## config.mk

```make
export PLATFORM = sky130hd
export DESIGN_NAME = rpc_sop_capture
export DESIGN_NICKNAME = d
export VERILOG_FILES = /design/src/inc/rpc_pkg.sv /design/src/inc/rpc_fill_if.sv /design/src/core/rpc_sop_capture.sv /design/src/core/rpc_fill_tracker.sv
export SDC_FILE = /design/constraint.sdc
export NUM_CORES = 1
export LEC_CHECK = 0
export ABC_AREA = 1
export BUFFER_PORTS_ARGS = -buffer_cell sky130_fd_sc_hd__buf_2
export CORE_ASPECT_RATIO = 1.75
export CORE_UTILIZATION = 44
export DETAILED_ROUTE_END_ITERATION = 8
export GPL_ROUTABILITY_DRIVEN = 1
export PLACE_DENSITY = 0.72
export RECOVER_POWER = 100
export SLEW_MARGIN = 10
export SYNTH_ARGS = -nofsm -noshare
export SYNTH_HDL_FRONTEND = slang
export SYNTH_SLANG_ARGS = --single-unit
export TNS_END_PERCENT = 30
```

## constraint.sdc

```tcl
create_clock -name clk_sys -period 2.7 [get_ports clk_sys]
set_input_delay 0.135 -clock clk_sys [delete_from_list [all_inputs] [get_ports clk_sys]]
set_output_delay 0.135 -clock clk_sys [all_outputs]
set_load 0.05 [all_outputs]
```

## src/inc/rpc_pkg.sv

```systemverilog
// constants and types shared by the receive start-of-packet capture block
package rpc_pkg;
	localparam int TIME_W = 80;
	localparam int SEC_W = 48;
	localparam int NS_W = 32;
	localparam int SEC_LO = 32;
	localparam int TC_SIGN_BIT = 63;
	localparam int TC_NS_HI = 62;
	localparam int TC_NS_LO = 16;
	localparam int TC_FRAC_HI = 15;
	localparam int TC_NS_W = 47;
	localparam int TC_FRAC_W = 16;
	localparam int LANES = 20;
	localparam int LANE_W = 5;
	localparam int FILL_W = 7;
	localparam int SEGS = 4;
	localparam logic [TIME_W-1:0] TS_RESET = 80'h0;
	localparam logic [LANE_W-1:0] LANE_RESET = 5'h00;
	localparam logic [FILL_W-1:0] FILL_RESET = 7'h00;
	typedef enum logic [1:0] {
		CAP_IDLE = 2'h0,
		CAP_HELD = 2'h1
	} rpc_cap_e;
endpackage

```

## src/inc/rpc_fill_if.sv

```systemverilog
// carries per-lane alignment buffer fill levels from the tracker to the top
`timescale 1ns/1ps
interface rpc_fill_if #(
	parameter int LANES = rpc_pkg::LANES,
	parameter int FILL_W = rpc_pkg::FILL_W
);
	logic [LANES*FILL_W-1:0] fill;
	modport tracker (output fill);
	modport user (input fill);
endinterface

```

## src/core/rpc_sop_capture.sv

```systemverilog
// receive start-of-packet time capture with lane report and deskew fill levels
`timescale 1ns/1ps
//Behaviour
//- normal mode time is 48 bits seconds then 32 bits nanoseconds.
//- transparent mode: sign bit 63, nanoseconds 62:16, fraction 15:0.
//- an 80-bit timestamp is captured for every received start of packet.
//- captured timestamp keeps the exact bit layout of the time source.
//- a 5-bit index reports which of 20 lanes carried the start.
//- each of 20 lanes reports a 7-bit alignment buffer fill level.
module rpc_sop_capture #(
	parameter int SEGS = rpc_pkg::SEGS,
	parameter int LANES = rpc_pkg::LANES,
	parameter int LANE_W = rpc_pkg::LANE_W,
	parameter int FILL_W = rpc_pkg::FILL_W
) (
	// clock and reset
	input wire logic clk_sys,
	input wire logic nrst,
	// time source and format
	input wire logic [rpc_pkg::TIME_W-1:0] rx_time_source_in,
	input wire logic transparentMode,
	// capture plane: per-segment start of packet and its lane
	input wire logic [SEGS-1:0] planeSop,
	input wire logic [SEGS*LANE_W-1:0] planeLane,
	// local packet bus start of packet, delivered to the client
	output logic [SEGS-1:0] busSop,
	// capture results
	output logic [rpc_pkg::TIME_W-1:0] rx_sop_time_capture,
	output logic [LANE_W-1:0] rx_sop_lane_index,
	output logic captureHeld,
	output logic captureTransparent,
	// alignment buffer events and fill levels
	input wire logic [LANES-1:0] alignWr,
	input wire logic [LANES-1:0] alignRd,
	output logic [LANES*FILL_W-1:0] lane_deskew_fill_level
);
	localparam int TW = rpc_pkg::TIME_W;

	if (SEGS < 1 || LANES < 1 || LANES > (1 << LANE_W) || FILL_W < 1) begin : gBadParams
		$error("unsupported segment, lane or fill width settings");
	end

	// lowest segment wins when several carry a start in one cycle
	function automatic logic [LANE_W-1:0] firstLane(input logic [SEGS-1:0] sop,
			input logic [SEGS*LANE_W-1:0] lanes);
		logic [LANE_W-1:0] res;
		res = rpc_pkg::LANE_RESET;
		for (int i = SEGS - 1; i >= 0; i--) begin
			if (sop[i]) begin
				res = lanes[i*LANE_W +: LANE_W];
			end
		end
		return res;
	endfunction

	function automatic logic [rpc_pkg::SEC_W-1:0] secondsOf(input logic [TW-1:0] t);
		return t[TW-1:rpc_pkg::SEC_LO];
	endfunction

	function automatic logic [rpc_pkg::NS_W-1:0] nanosOf(input logic [TW-1:0] t);
		return t[rpc_pkg::SEC_LO-1:0];
	endfunction

	function automatic logic [rpc_pkg::TC_NS_W-1:0] tcNanosOf(input logic [TW-1:0] t);
		return t[rpc_pkg::TC_NS_HI:rpc_pkg::TC_NS_LO];
	endfunction

	function automatic logic [rpc_pkg::TC_FRAC_W-1:0] tcFracOf(input logic [TW-1:0] t);
		return t[rpc_pkg::TC_FRAC_HI:0];
	endfunction

	// capture state
	rpc_pkg::rpc_cap_e state_q;
	rpc_pkg::rpc_cap_e state_d;
	logic [TW-1:0] ts_q;
	logic [TW-1:0] ts_d;
	logic [LANE_W-1:0] lane_q;
	logic [LANE_W-1:0] lane_d;
	logic [SEGS-1:0] sop_q;
	logic [SEGS-1:0] sop_d;
	logic tcMode_q;
	logic tcMode_d;
	logic anySop;

	// the register stage that launches the bus start is the capture plane,
	// so the stamp and the bus start leave on the same edge
	always_comb begin
		anySop = |planeSop;
		sop_d = planeSop;
		ts_d = ts_q;
		lane_d = lane_q;
		tcMode_d = tcMode_q;
		state_d = state_q;
		if (anySop) begin
			ts_d = rx_time_source_in;
			lane_d = firstLane(planeSop, planeLane);
			tcMode_d = transparentMode;
		end
		case (state_q)
			rpc_pkg::CAP_IDLE: begin
				if (anySop) begin
					state_d = rpc_pkg::CAP_HELD;
				end
			end
			rpc_pkg::CAP_HELD: begin
				state_d = rpc_pkg::CAP_HELD;
			end
			default: begin
				state_d = rpc_pkg::CAP_IDLE;
			end
		endcase
	end

	// time source is sampled on clk_sys, which the lane 0 serial clock must match
	always_ff @(posedge clk_sys or negedge nrst) begin
		if (!nrst) begin
			state_q <= rpc_pkg::CAP_IDLE;
			ts_q <= rpc_pkg::TS_RESET;
			lane_q <= rpc_pkg::LANE_RESET;
			sop_q <= '0;
			tcMode_q <= 1'b0;
		end else begin
			state_q <= state_d;
			ts_q <= ts_d;
			lane_q <= lane_d;
			sop_q <= sop_d;
			tcMode_q <= tcMode_d;
		end
	end

	assign busSop = sop_q;
	assign rx_sop_time_capture = ts_q;
	assign rx_sop_lane_index = lane_q;
	assign captureHeld = (state_q == rpc_pkg::CAP_HELD);
	assign captureTransparent = tcMode_q;

	// fill levels pair with the lane index for client deskew correction
	rpc_fill_if #(.LANES(LANES), .FILL_W(FILL_W)) fillBus ();

	rpc_fill_tracker #(.LANES(LANES), .FILL_W(FILL_W)) uFill (
		.clk_sys(clk_sys),
		.nrst(nrst),
		.alignWr(alignWr),
		.alignRd(alignRd),
		.fillOut(fillBus.tracker)
	);

	assign lane_deskew_fill_level = fillBus.fill;
endmodule

```

## src/core/rpc_fill_tracker.sv

```systemverilog
// per-lane alignment buffer fill counters, in serial clock cycles
`timescale 1ns/1ps
module rpc_fill_tracker #(
	parameter int LANES = rpc_pkg::LANES,
	parameter int FILL_W = rpc_pkg::FILL_W
) (
	// clock and reset
	input wire logic clk_sys,
	input wire logic nrst,
	// aligner buffer events, one bit per lane
	input wire logic [LANES-1:0] alignWr,
	input wire logic [LANES-1:0] alignRd,
	// fill levels out
	rpc_fill_if.tracker fillOut
);
	localparam logic [FILL_W-1:0] FILL_MAX = {FILL_W{1'b1}};
	localparam logic [FILL_W-1:0] FILL_RESET_V = rpc_pkg::FILL_RESET;

	if (LANES < 1 || FILL_W < 1) begin : gBadParams
		$error("unsupported lane count or fill width");
	end

	logic [LANES*FILL_W-1:0] fill_q;
	logic [LANES*FILL_W-1:0] fill_d;

	// saturates rather than wraps so a misbehaving aligner never reads as nearly empty
	function automatic logic [FILL_W-1:0] stepFill(input logic [FILL_W-1:0] cur,
			input logic wr, input logic rd);
		logic [FILL_W-1:0] res;
		res = cur;
		if (wr && !rd && cur != FILL_MAX) begin
			res = cur + 1'b1;
		end else if (rd && !wr && cur != FILL_RESET_V) begin
			res = cur - 1'b1;
		end
		return res;
	endfunction

	always_comb begin
		fill_d = fill_q;
		for (int i = 0; i < LANES; i++) begin
			fill_d[i*FILL_W +: FILL_W] = stepFill(fill_q[i*FILL_W +: FILL_W], alignWr[i],
				alignRd[i]);
		end
	end

	always_ff @(posedge clk_sys or negedge nrst) begin
		if (!nrst) begin
			fill_q <= {LANES{rpc_pkg::FILL_RESET}};
		end else begin
			fill_q <= fill_d;
		end
	end

	assign fillOut.fill = fill_q;

	for (genvar g = 0; g < LANES; g++) begin : gChk

	end
endmodule

```

; ---- Word-level counts from Yosys, hierarchy flattened
; Index checks and enable logic that the tools add are counted.
[totals]
reg_bits = 232
latch_bits = 0
mem_bits_rw = 0
mem_bits_ro = 0
inputBits = 147
out_inout_bits = 231
mem_count = 0
[op_classes]
addsub = 40
multipliers = 0
div = 0
order_cmp = 0
eq_ne = 22
n_shift = 0
n_mux = 46
bitwise = 0
n_reduce_logical = 162
[ops]
columns = cell, n
row1 = two-way mux 7 bit, 40
row2 = "adder 7 x 1 -> 7 bit, second input constant", 20
row3 = "!= test 7 bit, second input constant", 20
row4 = nonzero test 7 bit, 20
row5 = "subtractor 7 x 1 -> 7 bit, second input constant", 20
row6 = logical AND 1 bit, 80
row7 = logical NOT 1 bit, 40
row8 = nonzero test 2 bit, 20
row9 = two-way mux 5 bit, 4
row10 = one-hot mux 2 bit (2 select lines), 1
row11 = OR reduction 4 bit, 1
row12 = "== test 2 x 1 -> 1 bit, second input constant", 1
row13 = logical NOT 2 bit, 1
row14 = two-way mux 2 bit, 1
row15 = "!= test 2 bit, second input constant", 1

; ---- Longest topological paths before layout
; Gate-level depths: netlist of the first run.
[logic_depth]
ltp_word = 5
depth_mapped = 14

; ---- By module
; Synthesis of the first run repeated with hierarchy kept, for this count alone.
[hier_totals]
cells_unflattened = 1989
area_unflattened_um2 = 15373.5
[by_module_without_submodules]
columns = module, n_inst, cells_each, area_each_um2
row1 = rpc_fill_tracker, 1, 1584, 11817.6
row2 = rpc_sop_capture, 1, 405, 3555.9

; ---- Worst setup path after synthesis of the first run
; No wires, ideal clock.
[synth_timing]
path_kind = register to register
startpoint = register uFill.fill_q[133] (netlist: uFill.fillOut.fill[133])
endpoint = register uFill.fill_q[139] (netlist: uFill.fillOut.fill[139])
setup_time_ns = 0.119
arrival_ns = 2.145
t_required_ns = 2.581
setup_slack_ns = 0.436
stages_incl_launch_ff = 13
synth_period_minus_slack_ns = 2.264
cell_sequence = dfrtp_1 > nand2_1 > nor2_1 > nand2_1 > nand3_1 > ha_1 > or2_2 > nand3_1 > nand2_1 > nand2_1 > nand2_1 > nand2_1 > nand2_1
[synth_via]
elab_chain_len = 3
word_cells_on_any_way = 9
cone_classes = add/sub: 2 / eq/ne: 1 / mux: 2 / reduce/logical: 4
[synth_rtl]
columns = item, line
row1 = "start, declared", rpc_fill_tracker.sv:23  ; logic [LANES*FILL_W-1:0] fill_q;
row2 = "start signal, assigned", rpc_fill_tracker.sv:49  ; fill_q <= {LANES{rpc_pkg::FILL_RESET}};
row3 = "start signal, assigned", rpc_fill_tracker.sv:51  ; fill_q <= fill_d;
row4 = "subtractor 7 x 1 -> 7 bit, or another cell as far along", rpc_fill_tracker.sv:34  ; res = cur - 1'b1;
row5 = "two-way mux 7 bit, or another cell as far along", rpc_fill_tracker.sv:33  ; end else if (rd && !wr && cur != FILL_RESET_V) begin
row6 = two-way mux 7 bit / nonzero test 2 bit (equally long branches), -
; Several ways; a longest one is shown, not always the timed one. The select of a mux whose other input is x is not followed.
; A chain may end at the register's enable or synchronous reset.

; ---- Worst setup path after layout of the first run
[layout_timing]
startpoint = input port planeSop[0]
endpoint = register lane_q[4] (netlist: rx_sop_lane_index[4])
[layout_via]
elab_chain_len = 1
word_cells_on_any_way = 2
cone_classes = mux: 1 / reduce/logical: 1
[layout_rtl]
columns = item, line
row1 = "start, declared", rpc_sop_capture.sv:23  ; input wire logic [SEGS-1:0] planeSop,
row2 = OR reduction 4 bit / two-way mux 5 bit (equally long branches), "rpc_sop_capture.sv:88, rpc_sop_capture.sv:49"
row3 = "end signal, assigned", rpc_sop_capture.sv:119  ; lane_q <= rpc_pkg::LANE_RESET;
row4 = "end signal, assigned", rpc_sop_capture.sv:125  ; lane_q <= lane_d;
row5 = "end, declared", rpc_sop_capture.sv:77  ; logic [LANE_W-1:0] lane_q;
; Several ways; a longest one is shown, not always the timed one.

==> metrics.cfg, run 1 <==
[sta]
finalSetupTns_ns = 0
holdWs_ns = 0.01990
grt_setup_unrepaired = no
layout_min_cycle_time_ns = 2.434
clock.fmax_ghz = 0.4109
clock-skew-final_ns = 0.01904
worstMarginPinSlew_ns = 2.135
period_share_pct = 90.15
finalHoldViolCount = 0
setup_viol_count_final = 0
slew-limit-headroom_pct = -42.35
worst_slack_ns = 0.2660
drv_slew = 82

[synth]
synth_cell_type_count = 30
synth_fa_ha_area_share_pct = 12.08
synth_mux_area_share_pct = 0
netlist_instances = 2198
seq_area_frac_synth_pct = 36.97
syn_area_per_cell_sq_um = 7.113
synth_top_family_by_area = simple AND/OR/NAND/NOR gates
synth_area_sq_um = 15630
synth-xor-area-share_pct = 3.473
syn-num-nets = 2484
synth_warnings = 0
ys_seq_elements = 231
synth_compound_area_share_pct = 5.194
yosys.area_share.simple_pct = 35.60

[place]
pre_cts_slack_ns = 0.5142
dpl_cell_area_sq_um = 18170
io_buffers = 377
gp_congestion = 0.9460
hpwl_um = 32950

[drt]
drt_wl_total_um = 44940
viasPerCell = 5.000
drt-pass1-iter-count = 5
avgRoutedWirePerCell_um = 14.12
drt_iter0_drc = 620
drc = 0
ant_nets = 0
via_count = 15910

[cts]
postCtsSetupBuffers = 0
cts.sinks = 231
clkSlewWorstSetupHoldPaths_ns = 0.07
h-tree-depth = 1
clock_path_buffers = 3
cts_tree = built
postCtsHoldBufs = 98
cts.repair.resized = 0
clk_latency_ns = 0.54
root_buffer = clkbuf_16
cts_buffers = 25

[worst_setup_path]
path_buf_inv = 6
crit_path_end = rx_sop_lane_index[4]$_DFFE_PN0P_
r2r_slack_ns = 0.43
end_kind = flip-flop
critPathLaunch = planeSop[0]
path_class = primary input to flip-flop
critical-path-top-delay-family = buffers and inverters
cp_slowest_stage_delay_ns = 0.55
reg2reg_to = uFill.fillOut.fill[34]$_DFFE_PN0P_
path_cells = dlygate4sd3_1 > clkbuf_1 > inv_2 > nand3_4 > inv_2 > buf_12 > nand2_1 > nand3_1 > dlygate4sd3_1
ff2ff_path_depth = 12
crit_path_start_kind = primary input
r2r_start = uFill.fillOut.fill[28]$_DFFE_PN0P_
arrival_ns = 2.91
crit_slowest_cell = dlygate4sd3_1
cp_max_fo = 67
required_ns = 3.18
path_depth = 9

[finish]
final_cell_mix = nand2_1, clkbuf_1, dfrtp_1
final_common_cell = nand2_1
area_delta_synth_final_pct = 25.30
final_cell_area_sq_um = 19590
nets = 2986
antenna_cells = 0
drive_above_1_share_pct = 9.382
final_core_util_pct = 55.87

[power]
p_seq_share_pct = 25.8
pwr-share-comb_pct = 59.7
power_switching_w = 0.01363
p_int_w = 0.01119
swShare_pct = 54.91
p_leak_nw = 10.52
ir_drop_v = 0.0008667
powerDensity_nw_per_um2 = 1267
p_clk_share_pct = 14.5

[floorplanning]
fp.dieW_um = 144.5
core-area_sq_um = 35070
rows = 91
fp.dieH_um = 251.4
start_util_pct = 44.58
dieArea_sq_um = 36320
io_pins = 378

[outcome]
outcome = complete, but fails checks
violations = capacitance limit, slew limit

[job]
drv_cap = 1

[global_routing]
gr-usage-all-layers_pct = 24.64
grt_pass1_vias = 15910
grt_pass1_wl_um = 72710
grt_max_degree = 85
grt_overflow_total = 0
antenna_found_initial = 1

[hold_path]
hp-class = primary input to flip-flop

[synth_stat cells]
master	count	area share (%)
o211ai_1	5	0.24
nand4_1	20	0.80
buf_2	8	0.26
nor2_1	160	3.8
xnor2_1	29	1.6
buf_4	4	0.19
o21bai_1	4	0.19
inv_1	222	5.3
nand3_2	18	1.2
nand3_1	131	4.2
dfrtp_1	231	37
o21ai_2	1	0.056
nor2_2	2	0.080
nand2_1	946	23
a21oi_1	79	2.5
nand2_2	17	0.68
nor3_1	19	0.61
fa_1	20	2.6
o21ai_0	28	0.90
and2_1	18	0.72
buf_6	6	0.43
xor2_1	33	1.8
o21ai_1	40	1.3
nand3b_1	3	0.14
or2_0	4	0.16
clkinv_2	1	0.032
or2_2	11	0.44
ha_1	119	9.5
inv_2	18	0.43
nand2_4	1	0.072
[worst min-delay path by stage]
stage | from | endpoint | slack, ns | depth (start not counted)
floorplan | nrst | busSop[0]$_DFF_PN0_ | -0.16 | 0
global placement | nrst | uFill.fillOut.fill[12]$_DFFE_PN0P_ | 0.21 | 1
detailed placement | nrst | uFill.fillOut.fill[7]$_DFFE_PN0P_ | 0.21 | 1
CTS | alignWr[2] | uFill.fillOut.fill[20]$_DFFE_PN0P_ | 0.004 | 6
global route | alignWr[2] | uFill.fillOut.fill[20]$_DFFE_PN0P_ | 0.08 | 6
finish | alignWr[2] | uFill.fillOut.fill[20]$_DFFE_PN0P_ | 0.02 | 6
[cell families after synthesis]
logic type / count (synthesis)
simple gates: 1350
fa+ha+maj: 139
compound gates: 157
flops: 231
buf+inv: 259
xor+xnor: 62
[per-stage QoR]
stage               cells  power, W
global route         3183   0.02698
finish               3183   0.02482
global placement     3040   0.02099
detailed placement   3040   0.02142
CTS                  3183   0.02528
floorplan            2198   0.01768
[metal layers]
| metal | track usage [%] | vias up | wire length [um] |
|---|---|---|---|
| li1 | - | 7910 | - |
| met1 | 24.80 | 7416 | 16760 |
| met2 | 47.35 | 461 | 23970 |
| met3 | 3.867 | 127 | 2296 |
| met4 | 12.51 | 0 | 1914 |
| met5 | 0 | - | 0 |
[power by group through the flow]
stage	Sequential (W)	Clock [W]	Combinational (W)
finish	0.00641	0.00360	0.0148
floorplan	0.0100	0	0.00763
global route	0.00662	0.00381	0.0165
global placement	0.00635	0	0.0146
CTS	0.00637	0.00372	0.0152
detailed placement	0.00641	0	0.0150
[sequential cells by signal (all words and copies together) (netlist names)]
register / cells
busSop: 4
rx_sop_lane_index: 5
rx_sop_time_capture: 80
uFill.fillOut.fill: 140
state_q: 1
captureTransparent: 1
[cell type report]
| type | instances | area, sq um |
|---|---|---|
| fillers | 3353 | 15480 |
| multi-input cells | 1708 | 8721 |
| flip-flops and latches | 231 | 5781 |
| repair buffers | 493 | 2751 |
| inverters | 241 | 905.9 |
| clock buffers | 27 | 643.1 |
| well taps | 465 | 581.8 |
| clock inverters | 18 | 207.7 |
[worst register-to-register path, stage by stage (launching register included)]
cell	delay, ns
dfrtp_1	0.52
nand2_1	0.09
nor2_1	0.15
nand2_1	0.07
nand3_1	0.29
ha_1	0.33
or2_2	0.30
nand3_1	0.11
nand2_1	0.06
nand2_1	0.09
nand2_1	0.07
nand2_1	0.05
nand2_1	0.05
Power figures use the tool's default switching activity.
==> run 2, diff against run 1 <==
--- a/config.mk
+++ b/config.mk
@@ -13,6 +13,7 @@
 export GPL_ROUTABILITY_DRIVEN = 1
 export PLACE_DENSITY = 0.72
 export RECOVER_POWER = 100
+export REMOVE_ABC_BUFFERS = 1
 export SLEW_MARGIN = 10
 export SYNTH_ARGS = -nofsm -noshare
 export SYNTH_HDL_FRONTEND = slang
==> metrics.cfg, run 2 (same netlist as run 1, synthesis figures left out) <==
[worst_setup_path]
critical-path-top-delay-family = buffers and inverters
cp_slowest_stage_delay_ns = 0.86  ; +0.31 ns
end_kind = flip-flop
path_class = primary input to flip-flop
r2r_slack_ns = 0.41  ; -0.02 ns
arrival_ns = 2.79  ; -0.12 ns
path_cells = dlygate4sd3_1 > clkbuf_1 > nor2_1 > nand3_4 > inv_2 > buf_2 > nand2_1 > nand2_1
required_ns = 3.16  ; -0.02 ns
crit_path_start_kind = primary input
path_buf_inv = 4  ; -2
cp_max_fo = 60  ; -10%
crit_path_frequent_cell = nand2_1
crit_slowest_cell = buf_2

[power]
powerDensity_nw_per_um2 = 1274  ; +0.54%
p_total_w = 0.02498  ; +0.64%
p_leak_nw = 10.53  ; +0.16%
ir_drop_v = 0.001220  ; +41%

[cts]
h-tree-depth = 1  ; unchanged
cts_buffers = 24  ; -4.0%
clkSlewWorstSetupHoldPaths_ns = 0.07  ; about the same
cts.sinks = 231  ; unchanged
clk_latency_ns = 0.53  ; about the same
postCtsHoldBufs = 97  ; -1.0%
cts_tree = built
cts.repair.resized = 0  ; unchanged
postCtsSetupBuffers = 0  ; unchanged
root_buffer = clkbuf_16
clock_path_buffers = 3  ; unchanged

[floorplanning]
dieArea_sq_um = 36320  ; unchanged
fp.dieH_um = 251.4  ; unchanged
rows = 91  ; unchanged
io_pins = 378  ; unchanged
start_util_pct = 44.58  ; unchanged
fp.dieW_um = 144.5  ; unchanged
core-area_sq_um = 35070  ; unchanged

[sta]
drv_slew = 67  ; -18%
holdWs_ns = 0.04152  ; +0.02163 ns
worstMarginPinSlew_ns = 1.870  ; -0.2654 ns
slew-limit-headroom_pct = -24.66  ; +18 points
period_share_pct = 86.30  ; -3.9 points
grt_setup_unrepaired = no
clock.fmax_ghz = 0.4292  ; +4.5%
layout_min_cycle_time_ns = 2.330  ; -0.1040 ns
finalSetupTns_ns = 0  ; unchanged
setup_viol_count_final = 0  ; unchanged
finalHoldViolCount = 0  ; unchanged
clock-skew-final_ns = 0.01357  ; -0.005470 ns

[drt]
drt-pass1-iter-count = 6  ; +1
ant_nets = 0  ; unchanged
viasPerCell = 4.957  ; -0.86%
via_count = 15800  ; -0.74%
drt_iter0_drc = 609  ; -1.8%
drt_wl_total_um = 44800  ; -0.32%
avgRoutedWirePerCell_um = 14.06  ; -0.44%
drc = 0  ; unchanged

[place]
hpwl_um = 33090  ; +0.42%
io_buffers = 377  ; unchanged
gp_congestion = 0.8944  ; -5.5%
placed_cells = 3042  ; +0.066%

[global_routing]
grt_overflow_total = 0  ; unchanged
grt_max_degree = 69  ; -19%
antenna_found_initial = 4  ; +3
grt_pass1_wl_um = 72080  ; -0.86%
grt_pass1_vias = 15540  ; -2.3%
gr-usage-all-layers_pct = 24.36  ; -0.28 points

[outcome]
violations = capacitance limit, slew limit
outcome = complete, but fails checks

[job]
drv_cap = 1  ; unchanged

[finish]
final_cell_mix = nand2_1, clkbuf_1, dfrtp_1
nets = 2986  ; unchanged
stdcell_count = 3187  ; +0.13%
area_delta_synth_final_pct = 25.43
largest_register_ffs = 140  ; unchanged
drive_above_1_share_pct = 9.124  ; -0.26 points
final_common_cell = nand2_1

[hold_path]
hp-class = primary input to flip-flop

==> run 2: changes by cell type in the layout (fill, tap and decap cells not counted), moves of 4 or more <==
cell	previous run	this run
clkbuf_8	1	5
clkbuf_1	234	242
diode_2	0	4
clkinv_4	5	0
==> run 2: path summary, 6_finish.rpt <==
check	start	to	depth (start not counted)
max	planeSop[2]	rx_sop_time_capture[37]$_DFFE_PN0P_	8
min	alignRd[12]	uFill.fillOut.fill[90]$_DFFE_PN0P_	7
max reg2reg	uFill.fillOut.fill[64]$_DFFE_PN0P_	uFill.fillOut.fill[67]$_DFFE_PN0P_	11
min reg2reg	rx_sop_time_capture[77]$_DFFE_PN0P_	rx_sop_time_capture[77]$_DFFE_PN0P_	2
max in group asynchronous	nrst	uFill.fillOut.fill[115]$_DFFE_PN0P_	3
min in group asynchronous	nrst	uFill.fillOut.fill[91]$_DFFE_PN0P_	2
==> run 2: cell type report <==
cell class / count / area (sq um)
fill: 3404 / 15460
multi-input combinational: 1708 / 8721
sequential: 231 / 5781
timing repair buffer: 494 / 2723
inverter: 241 / 905.9
clock buffer: 34 / 709.4
tap: 465 / 581.8
clock inverter: 10 / 180.2
antenna: 4 / 10.01
==> run 2: report_power, final <==
group / leakage, nW / total, W / switching, W / internal (W)
clock network: 0.431 / 0.00376 / 0.00145 / 0.00231
registers: 2.76 / 0.00644 / 0.00181 / 0.00463
logic: 7.34 / 0.0148 / 0.0103 / 0.00451
==> run 2: metal layers <==
layer | track usage [%] | share of wire (%) | vias up
met5 | 0 | 0 | -
li1 | - | - | 7907
met3 | 3.943 | 5.1 | 132
met1 | 25.52 | 38 | 7331
met2 | 45.58 | 52 | 427
met4 | 12.42 | 4.5 | 0
==> run 2: worst reg2reg max path, stage by stage (launching register included) <==
cell and delay (ns):
dfrtp_1 0.46, nand2_1 0.11, nor2_1 0.05, nand2_1 0.05
nand3_1 0.33, ha_1 0.49, nand2_1 0.11, inv_1 0.06
a21oi_1 0.21, nor2_1 0.06, o21ai_0 0.18, nand2_1 0.07
==> run 2: stage by stage <==
step	instance area [sq um]	util [%]	worst slack (ns)
detailed placement	18170	51.82	0.5493
floorplan	15500	-	0.2567
global route	19610	55.92	0.1673
finish	19610	55.92	0.3700
global placement	18170	51.82	0.5334
CTS	20030	57.12	0.4585
